File: src/logic/smc_pkg.sv
// Package of constants for the system mode and configuration controller
package smc_pkg;
  // Register byte offsets
  localparam logic [7:0] ADDR_CTRL = 8'h00;
  localparam logic [7:0] ADDR_MODE = 8'h04;
  localparam logic [7:0] ADDR_STAT = 8'h08;
  localparam logic [7:0] ADDR_IRQ_STAT = 8'h0C;
  localparam logic [7:0] ADDR_IRQ_MASK = 8'h10;
  localparam logic [7:0] ADDR_WD_MISS = 8'h14;
  // Control register fields
  localparam int CTRL_SECOND_MISS = 0;
  localparam int CTRL_CFG_OVR_EN = 1;
  localparam int CTRL_CFG_OVR_LSB = 4;
  // Interrupt status bits
  localparam int IRQ_WAKE = 0;
  localparam int IRQ_WD_FAIL = 1;
  localparam int IRQ_INIT_TO = 2;
  localparam int IRQ_WIDTH = 3;
  // Reset values
  localparam logic [31:0] CTRL_RESET = 32'h0000_0000;
  localparam logic [IRQ_WIDTH-1:0] MASK_RESET = 3'h0;
  // Mode select codes written by the host
  localparam logic [2:0] MS_NORMAL = 3'h1;
  localparam logic [2:0] MS_SLEEP = 3'h2;
  localparam logic [2:0] MS_STOP = 3'h3;
  localparam logic [2:0] MS_SW_FLASH = 3'h4;
  localparam logic [2:0] MS_RESTART = 3'h5;
  // Timing
  localparam int CLK_HZ = 10_000_000;
  localparam int INIT_TIMEOUT_MS = 256;
  localparam int INIT_TIMEOUT_CYC = INIT_TIMEOUT_MS * (CLK_HZ / 1000);
  localparam int RESET_DELAY_US = 10;
  localparam int RESET_DELAY_CYC = RESET_DELAY_US * (CLK_HZ / 1_000_000);
  // Device operating modes
  typedef enum logic [3:0] {
    MODE_POR = 4'h0,
    MODE_INIT = 4'h1,
    MODE_NORMAL = 4'h2,
    MODE_RESTART = 4'h3,
    MODE_SW_FLASH = 4'h4,
    MODE_SLEEP = 4'h5,
    MODE_STOP = 4'h6,
    MODE_FAIL_SAFE = 4'h7,
    MODE_SW_DEV = 4'h8,
    MODE_FACTORY_FLASH = 4'h9
  } smc_mode_type;
endpackage : smc_pkg

File: src/logic/smc_ctrl.sv
// Mode and configuration controller with APB register access
//
// Contract
// - Drive interrupt pin low on stop wake-up and on detected failures.
// - Sample interrupt pin at start-up: pull-up gives config 1/3, else 2/4.
// - Mode chosen from development pin plus three-bit host mode select field.
// - Five configurations from two pins and one serial configuration bit.
// - Development pin low selects config 0 unless the control override selects config 1 to 4.
// - Development pin high: config from pull-up level and second-miss bit.
// - Configs 1 and 2 react on the first missed watchdog trigger.
// - Configs 3 and 4 react only on the second missed trigger.
// - Configs 1 and 3: regulator kept, fail-safe asserted, go restart.
// - Configs 2 and 4: regulator off, fail-safe asserted, go fail-safe.
// - In development mode configs 1 to 4 remain selectable and usable.
// - Fail-safe output is open-drain, active low.
// - Hold reset output for reset delay after regulator good, then init.
// - No normal or flash command within 256 ms of reset release: restart.
//
// Register map, one aligned 32-bit word each
//   0x00 control: bit 0 second-miss select, bit 1 override enable,
//        bits 6:4 override configuration, honoured in development mode only
//   0x04 mode select field, three bits, host command
//   0x08 status, read only:
//        bits 3:0 operating mode code
//        bits 5:4 read as zero
//        bit 6 fail-safe output active
//        bit 7 main regulator enabled
//        bit 8 development pin active
//        bit 9 sampled interrupt-pin pull-up
//        bits 12:10 active configuration 0..4
//   0x0C interrupt status, write one to clear
//        bit 0 wake-up from stop, bit 1 watchdog failure, bit 2 init timeout
//   0x10 interrupt mask, a one masks the bit of the same position
//   0x14 watchdog miss count, read only
//   Other offsets read zero and ignore writes; no error response
//
// Bus timing
//   Read data is captured at the setup edge, so the access phase has no
//   wait state and pready is tied high. The trade-off is that a register
//   changing in the setup cycle is reported with its old value.
//
// Mode sequencing
//   Power-on: reset output held while the regulator is below threshold and
//   then for the reset delay; the counter restarts whenever the regulator
//   drops during this phase, so a glitchy supply never shortens the pulse.
//   Init: only normal or software flash commands are accepted; anything else
//   is ignored and the init timer keeps running.
//   Init timeout: restart mode and fail-safe output, with an interrupt.
//   Restart: reset output held for the reset delay, then normal or
//   development mode depending on the development pin.
//   Fail-safe: terminal until reset; the regulator stays off.
//
// Host commands
//   A write to the mode select offset raises a one-cycle pending strobe.
//   The strobe, not the stored field, triggers the transition, so an old
//   command is never replayed when the mode later changes by itself.
//   A watchdog failure in the same cycle as a command wins over the command.
//
// Watchdog reaction
//   Watched modes: normal, stop and development.
//   Configuration 0 inhibits the reaction entirely so that software can be
//   debugged with a halted core.
//   Configurations 3 and 4 count misses; the count clears on reaction and
//   whenever the watchdog is not watched, so misses carry over only between watched modes.
//
// Interrupts
//   Status bits are sticky; a new event in the same cycle as a clear wins,
//   so no event is lost to a racing acknowledge.
//   The interrupt pin is only driven after the pull-up sample is taken, so
//   start-up sampling never sees the device's own drive.
//
// Pins
//   All three pins are open drain: the data output is constant low and the
//   enable carries the information. The board supplies the pull-ups.
//
// Limitations
//   The configuration sample is taken at the first enabled edge after
//   reset; the interrupt pin must settle before then.
//   Clock enable low freezes every timer, including the init timeout.
//
`timescale 1ns/1ps
module smc_ctrl
  import smc_pkg::*;
#(
  parameter int INIT_TIMEOUT = INIT_TIMEOUT_CYC,
  parameter int RESET_DELAY = RESET_DELAY_CYC
) (
  // Clock, reset, enable
  input wire logic pclk,
  input wire logic presetn,
  input wire logic clk_en,
  // APB slave
  input wire logic psel,
  input wire logic penable,
  input wire logic pwrite,
  input wire logic [7:0] paddr,
  input wire logic [31:0] pwdata,
  output logic [31:0] prdata,
  output logic pready,
  output logic pslverr,
  // Device pins and events
  input wire logic dev_entry_n,
  input wire logic int_pin_in,
  input wire logic main_reg_good,
  input wire logic wd_miss,
  input wire logic stop_wake,
  // Open-drain outputs, enable high while pulling low; then regulator enable and irq
  output logic int_pin_out,
  output logic int_pin_oe,
  output logic fail_safe_output_out,
  output logic fail_safe_output_oe,
  output logic reset_output_out,
  output logic reset_output_oe,
  output logic main_regulator_en,
  output logic irq
);

  // Register state
  logic [31:0] ctrl_ff;
  logic [2:0] mode_select_field_ff;
  logic [IRQ_WIDTH-1:0] irq_stat_ff;
  logic [IRQ_WIDTH-1:0] irq_mask_ff;
  smc_mode_type mode_ff;
  smc_mode_type nxt_mode;
  logic pullup_ff;
  logic sampled_ff;
  logic dev_ff;
  logic [1:0] miss_cnt_ff;
  logic [31:0] cnt_ff;
  logic fail_safe_ff;
  logic reg_on_ff;
  logic int_drive_ff;
  logic [31:0] prdata_ff;
  logic irq_ff;
  logic pending_cmd_ff;

  // Bus decode
  wire wr_en = clk_en & psel & penable & pwrite;
  wire rd_setup = clk_en & psel & ~penable & ~pwrite;
  wire sel_ctrl = (paddr == ADDR_CTRL);
  wire sel_mode = (paddr == ADDR_MODE);
  wire sel_stat = (paddr == ADDR_STAT);
  wire sel_istat = (paddr == ADDR_IRQ_STAT);
  wire sel_imask = (paddr == ADDR_IRQ_MASK);
  wire sel_miss = (paddr == ADDR_WD_MISS);
  wire mapped = sel_ctrl | sel_mode | sel_stat | sel_istat | sel_imask | sel_miss;

  // Configuration number 0..4 from pin, sampled pull-up and select bit
  function automatic logic [2:0] cfg_of(input logic dev, input logic pu, input logic second);
    logic [2:0] c;
    c = 3'h0;
    if (dev) begin
      c = 3'h0;
    end else begin
      c = {1'b0, second, 1'b0} + (pu ? 3'h1 : 3'h2);
    end
    return c;
  endfunction : cfg_of

  wire dev_mode = ~dev_entry_n;
  wire ovr_en = ctrl_ff[CTRL_CFG_OVR_EN];
  wire [2:0] ovr_cfg = ctrl_ff[CTRL_CFG_OVR_LSB +: 3];
  wire [2:0] pin_cfg = cfg_of(dev_mode, pullup_ff, ctrl_ff[CTRL_SECOND_MISS]);
  // Override only honoured in development mode and only for codes 1..4
  wire ovr_ok = dev_mode & ovr_en & (ovr_cfg >= 3'h1) & (ovr_cfg <= 3'h4);
  wire [2:0] active_cfg = ovr_ok ? ovr_cfg : pin_cfg;
  wire cfg_second = (active_cfg == 3'h3) | (active_cfg == 3'h4);
  wire cfg_keep_reg = (active_cfg == 3'h1) | (active_cfg == 3'h3);
  // Config 0 inhibits the watchdog reaction entirely
  wire wd_active = (active_cfg != 3'h0) &
                   ((mode_ff == MODE_NORMAL) | (mode_ff == MODE_STOP) | (mode_ff == MODE_SW_DEV));
  wire wd_fail = wd_active & wd_miss & (~cfg_second | (miss_cnt_ff != 2'h0));
  wire init_to = (mode_ff == MODE_INIT) & (cnt_ff >= INIT_TIMEOUT - 1);
  wire [IRQ_WIDTH-1:0] irq_evt = {init_to, wd_fail, stop_wake & (mode_ff == MODE_STOP)};
  wire w1c = wr_en & sel_istat;
  wire [IRQ_WIDTH-1:0] nxt_istat =
    irq_evt | (irq_stat_ff & ~(w1c ? pwdata[IRQ_WIDTH-1:0] : {IRQ_WIDTH{1'b0}}));
  wire mode_wr = wr_en & sel_mode;
  wire [31:0] rd_mux =
    sel_ctrl ? ctrl_ff :
    sel_mode ? {29'h0, mode_select_field_ff} :
    sel_stat ? {19'h0, active_cfg, pullup_ff, dev_mode, reg_on_ff, fail_safe_ff, 2'b00, mode_ff} :
    sel_istat ? {29'h0, irq_stat_ff} :
    sel_imask ? {29'h0, irq_mask_ff} :
    sel_miss ? {30'h0, miss_cnt_ff} : 32'h0;

  always_comb begin
    nxt_mode = mode_ff;
    unique case (mode_ff)
      MODE_POR: if (cnt_ff >= RESET_DELAY - 1) nxt_mode = MODE_INIT;
      MODE_INIT: begin
        if (init_to) begin
          nxt_mode = MODE_RESTART;
        end else if (pending_cmd_ff && mode_select_field_ff == MS_NORMAL) begin
          nxt_mode = dev_mode ? MODE_SW_DEV : MODE_NORMAL;
        end else if (pending_cmd_ff && mode_select_field_ff == MS_SW_FLASH) begin
          nxt_mode = MODE_SW_FLASH;
        end
      end
      MODE_RESTART: if (cnt_ff >= RESET_DELAY - 1) nxt_mode = dev_mode ? MODE_SW_DEV : MODE_NORMAL;
      MODE_NORMAL, MODE_SW_DEV, MODE_STOP, MODE_SLEEP, MODE_SW_FLASH: begin
        if (pending_cmd_ff) begin
          unique case (mode_select_field_ff)
            MS_SLEEP: nxt_mode = MODE_SLEEP;
            MS_STOP: nxt_mode = MODE_STOP;
            MS_SW_FLASH: nxt_mode = MODE_SW_FLASH;
            MS_RESTART: nxt_mode = MODE_RESTART;
            MS_NORMAL: nxt_mode = dev_mode ? MODE_SW_DEV : MODE_NORMAL;
            default: nxt_mode = mode_ff;
          endcase
        end
        if (wd_fail) begin
          nxt_mode = cfg_keep_reg ? MODE_RESTART : MODE_FAIL_SAFE;
        end
      end
      MODE_FAIL_SAFE, MODE_FACTORY_FLASH: nxt_mode = mode_ff;
      default: nxt_mode = MODE_POR;
    endcase
  end

  // Mode state and timers; POR waits for regulator before counting
  always_ff @(posedge pclk or negedge presetn) begin
    if (!presetn) begin
      mode_ff <= MODE_POR;
      cnt_ff <= 32'h0;
    end else if (clk_en) begin
      mode_ff <= nxt_mode;
      if (nxt_mode != mode_ff || (mode_ff == MODE_POR && !main_reg_good)) begin
        cnt_ff <= 32'h0;
      end else begin
        cnt_ff <= cnt_ff + 32'h1;
      end
    end
  end

  always_ff @(posedge pclk or negedge presetn) begin
    if (!presetn) begin
      pullup_ff <= 1'b0;
      sampled_ff <= 1'b0;
      dev_ff <= 1'b0;
    end else if (clk_en && !sampled_ff) begin
      pullup_ff <= int_pin_in;
      dev_ff <= dev_mode;
      sampled_ff <= 1'b1;
    end
  end

  // Miss counter; cleared on reaction or when leaving watched modes
  always_ff @(posedge pclk or negedge presetn) begin
    if (!presetn) begin
      miss_cnt_ff <= 2'h0;
    end else if (clk_en) begin
      if (wd_fail || !wd_active) begin
        miss_cnt_ff <= 2'h0;
      end else if (wd_miss) begin
        miss_cnt_ff <= miss_cnt_ff + 2'h1;
      end
    end
  end

  // Fail-safe and regulator state; fail-safe stays until power-on reset
  always_ff @(posedge pclk or negedge presetn) begin
    if (!presetn) begin
      fail_safe_ff <= 1'b0;
      reg_on_ff <= 1'b0;
    end else if (clk_en) begin
      if (wd_fail || init_to) begin
        fail_safe_ff <= 1'b1;
      end
      if (wd_fail && !cfg_keep_reg) begin
        reg_on_ff <= 1'b0;
      end else if (mode_ff == MODE_SLEEP || nxt_mode == MODE_FAIL_SAFE) begin
        reg_on_ff <= 1'b0;
      end else if (mode_ff != MODE_FAIL_SAFE) begin
        reg_on_ff <= 1'b1;
      end
    end
  end

  // Registers written by software; set wins over write-one-to-clear
  always_ff @(posedge pclk or negedge presetn) begin
    if (!presetn) begin
      ctrl_ff <= CTRL_RESET;
      mode_select_field_ff <= 3'h0;
      pending_cmd_ff <= 1'b0;
      irq_stat_ff <= '0;
      irq_mask_ff <= MASK_RESET;
    end else if (clk_en) begin
      irq_stat_ff <= nxt_istat;
      if (wr_en && sel_ctrl) ctrl_ff <= pwdata;
      if (wr_en && sel_imask) irq_mask_ff <= pwdata[IRQ_WIDTH-1:0];
      if (mode_wr) mode_select_field_ff <= pwdata[2:0];
      pending_cmd_ff <= mode_wr;
    end
  end

  // Output flops; pins are open-drain so out is always low
  always_ff @(posedge pclk or negedge presetn) begin
    if (!presetn) begin
      int_drive_ff <= 1'b0;
      irq_ff <= 1'b0;
      prdata_ff <= 32'h0;
    end else if (clk_en) begin
      int_drive_ff <= sampled_ff & (|(nxt_istat & ~irq_mask_ff));
      irq_ff <= |(nxt_istat & ~irq_mask_ff);
      if (rd_setup) prdata_ff <= rd_mux;
    end
  end

  // Zero-wait APB: data captured in setup, ready always high in access
  assign prdata = prdata_ff;
  assign pready = 1'b1;
  assign pslverr = 1'b0;
  assign int_pin_out = 1'b0;
  assign int_pin_oe = int_drive_ff;
  assign fail_safe_output_out = 1'b0;
  assign fail_safe_output_oe = fail_safe_ff;
  assign reset_output_out = 1'b0;
  assign reset_output_oe = (mode_ff == MODE_POR) | (mode_ff == MODE_RESTART);
  assign main_regulator_en = reg_on_ff;
  assign irq = irq_ff;

endmodule : smc_ctrl

File: config.mk
export PLATFORM = sky130hd
export DESIGN_NAME = smc_ctrl
export DESIGN_NICKNAME = d
export VERILOG_FILES = /design/src/logic/smc_pkg.sv /design/src/logic/smc_ctrl.sv
export SDC_FILE = /design/constraint.sdc
export NUM_CORES = 1
export LEC_CHECK = 0
export BUFFER_PORTS_ARGS = -buffer_cell sky130_fd_sc_hd__buf_2
export CAP_MARGIN = 20
export CORE_MARGIN = 3
export CORE_UTILIZATION = 30
export CTS_CLUSTER_SIZE = 16
export DETAILED_ROUTE_END_ITERATION = 10
export PLACE_DENSITY_LB_ADDON = 0.1
export SLEW_MARGIN = 15
export SYNTH_ARGS = -nofsm -noshare
export SYNTH_HDL_FRONTEND = slang
export SYNTH_SLANG_ARGS = --single-unit
File: constraint.sdc
create_clock -name pclk -period 4.2 [get_ports pclk]
set_input_delay 0.84 -clock pclk [delete_from_list [all_inputs] [get_ports pclk]]
set_output_delay 0.84 -clock pclk [all_outputs]
set_load 0.01 [all_outputs]
==> summary.txt <==
Floorplan
  • Die height: 148.8 um
  • Initial Util: 31.03%
  • Core area: 0.01972 sq mm
  • Num ports: 93
  • Die width: 148.8 um
  • Die ar.: 0.02214 sq mm
  • # rows: 51

Yosys
  • Sequential area share after synthesis: 48.26%
  • Ys flop type: dfrtp_1
  • Synth Register Bits: 118
  • Post-synth ARST share: 100.0%
  • Mapped Area: 0.006118 sq mm
  • Synth cell types: 64
  • Synthesized area per cell: 9.727 sq um
  • Yosys warning count: 0
  • Syn Inst Count: 629
  • EDFF count, synth: 0

Power and ir drop
  • Worst vdd ir: 0.2763 mV
  • Power per cell area: 472.0 mW/mm^2
  • Leakage power: 3.559 nW

Worst hold path
  • Hold endpoint: prdata[13]
  • Worst Hold Path Cells: 2
  • Hold Crit Start: prdata[13]
  • Worst Hold Class: reg2reg

Critical path
  • R2r worst-path depth: 10
  • Worst Setup Path Type: reg2reg
  • Delay-heaviest family, CP: compound AO/OA/AOI/OAI gates
  • Critical-path top delay cell: dfrtp_1
  • Buf/Inv on CP: 1
  • R2R Setup Slk: 0.60 ns
  • Worst Path Arrival: 3.92 ns
  • Critical Path RT: 4.53 ns
  • Startpoint Class: flip-flop
  • Crit end category: flip-flop
  • RR Startpoint: mode_ff[3]
  • Max stage delay on crit path: 0.64 ns
  • CP cell instances: or3b_1 > a211o_1 > o21bai_4 > o21a_1 > o22a_1 > o32a_1 > or4_1 > buf_4 > or3_1 > o221ai_1
  • Worst R2R End: cnt_ff[14]
  • Maximum fanout along the worst path: 44

Clock tree
  • Inserted Clock Buffers: 17
  • CTS Hold Bufs: 0
  • Post-cts sizing count: 0
  • Clock tree from TritonCTS: yes
  • Setup Buffers After CTS: 0
  • Clk slew on worst S/H paths: 0.06 ns
  • Clk_lat worst skew: 0.41 ns
  • H-Tree Level Count: 4
  • Clk sinks: 118
  • Clock Tree Buf Depth: 2
  • CTS root buffer: clkbuf_16

Finish
  • Ant. Diodes: 0
  • Final core occ: 37.88%
  • Net count, final: 762
  • Layout area overhead: 22.07%
  • Layout cell share with drive strength beyond 1: 26.77%

GRT
  • Initial antenna violation count: 1
  • Largest net degree at the start of global routing: 119
  • Grt ovf: 0
  • Global-route usage over all layers: 15.03%
  • Vias in the first global route: 4901
  • Global-route wire length before repair: 26500 um

STA
  • Worst Skew: 0.007683 ns
  • Ratio of final minimum period to clock period: 85.65%
  • Slew Viols, Final: 0
  • Worst rel slew slack: 53.59%
  • Setup TNS Final: 0 ns
  • Final setup viols: 0
  • Post-layout min period: 3.597 ns
  • Worst slew pin tran: 0.6962 ns
  • Max Fclk: 278.0 MHz
  • Hold Vio Cnt, Final: 0
  • RSZ-0062 raised after global routing: no

Detailed routing
  • DR vias: 4878
  • Avg WL per Cell: 16.36 um
  • Pre-antenna DRT Iters: 4
  • DRC viols: 0
  • DR iter-0 viols: 317
  • Antenna viol nets, final: 0
  • Vias per cell: 4.947
  • Detailed Route WL: 16130 um

Placed design
  • Dpl hpwl: 11100 um
  • Routability congestion estimate: 0.8433
  • Port bufs: 87

Status
  • Outcome: finished clean

Run
  • Max Cap Viol: 0
[logic make-up (layout without fill, tap and decap cells)]
kind of cell | count (synthesis) | count (layout) | share of synthesized area, %
AOI/OAI and AO/OA | 115 | 115 | 13.66
xor gates and xnor gates | 22 | 22 | 3.149
adders and majority gates | 3 | 3 | 0.6136
buffers and inverters | 64 | 153 | 4.806
DFF | 118 | 118 | 48.26
muxes | 46 | 46 | 8.732
other | 2 | 5 | 0.1227
and+or+nand+nor | 259 | 259 | 20.65
[final cells by class]
class | count | area [sq um]
tap | 265 | 331.6
fill | 2001 | 12250
clock inverter | 14 | 221.5
multi-input combinational | 450 | 2897
timing repair buffer | 100 | 548.0
inverter | 21 | 78.83
sequential | 118 | 2953
clock buffer | 18 | 439.2
[flip-flops by register name, summed over array words and instances (netlist names)]
| signal | cells |
|---|---|
| int_pin_oe | 1 |
| miss_cnt_ff | 2 |
| ctrl_ff | 32 |
| pending_cmd_ff | 1 |
| pullup_ff | 1 |
| sampled_ff | 1 |
| irq | 1 |
| mode_ff | 4 |
| irq_stat_ff | 3 |
| irq_mask_ff | 3 |
| cnt_ff | 32 |
| fail_safe_output_oe | 1 |
| main_regulator_en | 1 |
| prdata | 32 |
| mode_select_field_ff | 3 |
[through the flow]
step / instance area (sq um) / total power [mW] / setup slack, ns / hold WS, ns / cells
after global placement: 6808 / 1.902 / 0.4643 / 0.4441 / 954
final: 7468 / 3.525 / 0.6026 / 0.4561 / 986
after detailed placement: 6808 / 1.909 / 0.3716 / 0.4502 / 954
after CTS: 7468 / 3.570 / 0.6043 / 0.4641 / 986
after floorplan: 6130 / 1.739 / 0.8534 / 0.4603 / 632
after global routing: 7468 / 3.695 / 0.3489 / 0.4753 / 986
[how the worst max path moves through the flow]
stage / from / endpoint / slack [ns] / depth (start not counted)
after floorplan: dev_entry_n / cnt_ff[13] / 0.85 / 11
after global placement: dev_entry_n / cnt_ff[14] / 0.46 / 11
after detailed placement: dev_entry_n / cnt_ff[14] / 0.37 / 11
after CTS: mode_ff[3] / cnt_ff[14] / 0.60 / 10
after global routing: cnt_ff[0] / cnt_ff[14] / 0.35 / 11
final: mode_ff[3] / cnt_ff[14] / 0.60 / 10
[layer usage]
layer / vias to the layer above / global-route usage, % / share of wire [%]
met2: 105 / 23.12 / 46
li1: 2382 / - / -
met1: 2376 / 20.92 / 48
met3: 13 / 3.768 / 4.5
met5: - / 0 / 0.081
met4: 2 / 4.805 / 1.2
[worst reg2reg max path, delay by kind of cell, from the launching register on]
family	cells	cell delay, ns
flip-flops	1	0.64
buffers and inverters	1	0.30
AO/OA/AOI/OAI	6	1.31
AND/OR/NAND/NOR	3	1.27
[where the power goes]
part | internal, mW | leakage, nW | total (mW) | switching, mW
combinational | 0.233 | 1.66 | 0.622 | 0.389
clock | 1.07 | 0.314 | 1.64 | 0.565
sequential | 1.19 | 1.59 | 1.26 | 0.0734
total | 2.50 | 3.56 | 3.52 | 1.03
[layout by cell type, fill, tap and decap left out, types with 6 or more instances in the layout]
cell and instances:
nand2b_1 7, nor3_1 18, mux2_2 39, buf_4 13
a21oi_1 27, xnor2_1 14, buf_2 86, clkbuf_16 17
nand4_1 7, nand3_1 39, inv_1 21, nand2_1 82
and3_1 10, a221oi_1 8, nor4_1 9, a21o_1 6
xor2_1 8, nor2_1 56, dfrtp_1 118, o21ai_0 14
or3_1 6, a21oi_2 9
[cells in the mapped netlist, drive strengths merged, types with 3 or more instances]
master	instances	area (sq um)
nor4	11	75.07
a211o	3	26.28
nand2	82	307.8
mux2	39	439.2
xnor2	14	122.6
nand4	7	43.79
nand2b	7	43.79
a22o	5	43.79
nand3	39	195.2
xor2	8	70.07
buf	18	121.4
inv	21	78.83
clkbuf	25	93.84
a21oi	36	214.0
a21o	6	45.04
or3	6	37.54
o221ai	3	26.28
o211ai	5	37.54
o21ai	19	95.09
nor3	19	95.09
a221oi	8	70.07
o21a	3	22.52
ha	3	37.54
o22ai	6	43.79
mux2i	5	50.05
dfrtp	118	2953
nor2	57	216.5
nor2b	5	31.28
and3	10	62.56
Note: power is estimated with default switching activity, not from simulation.
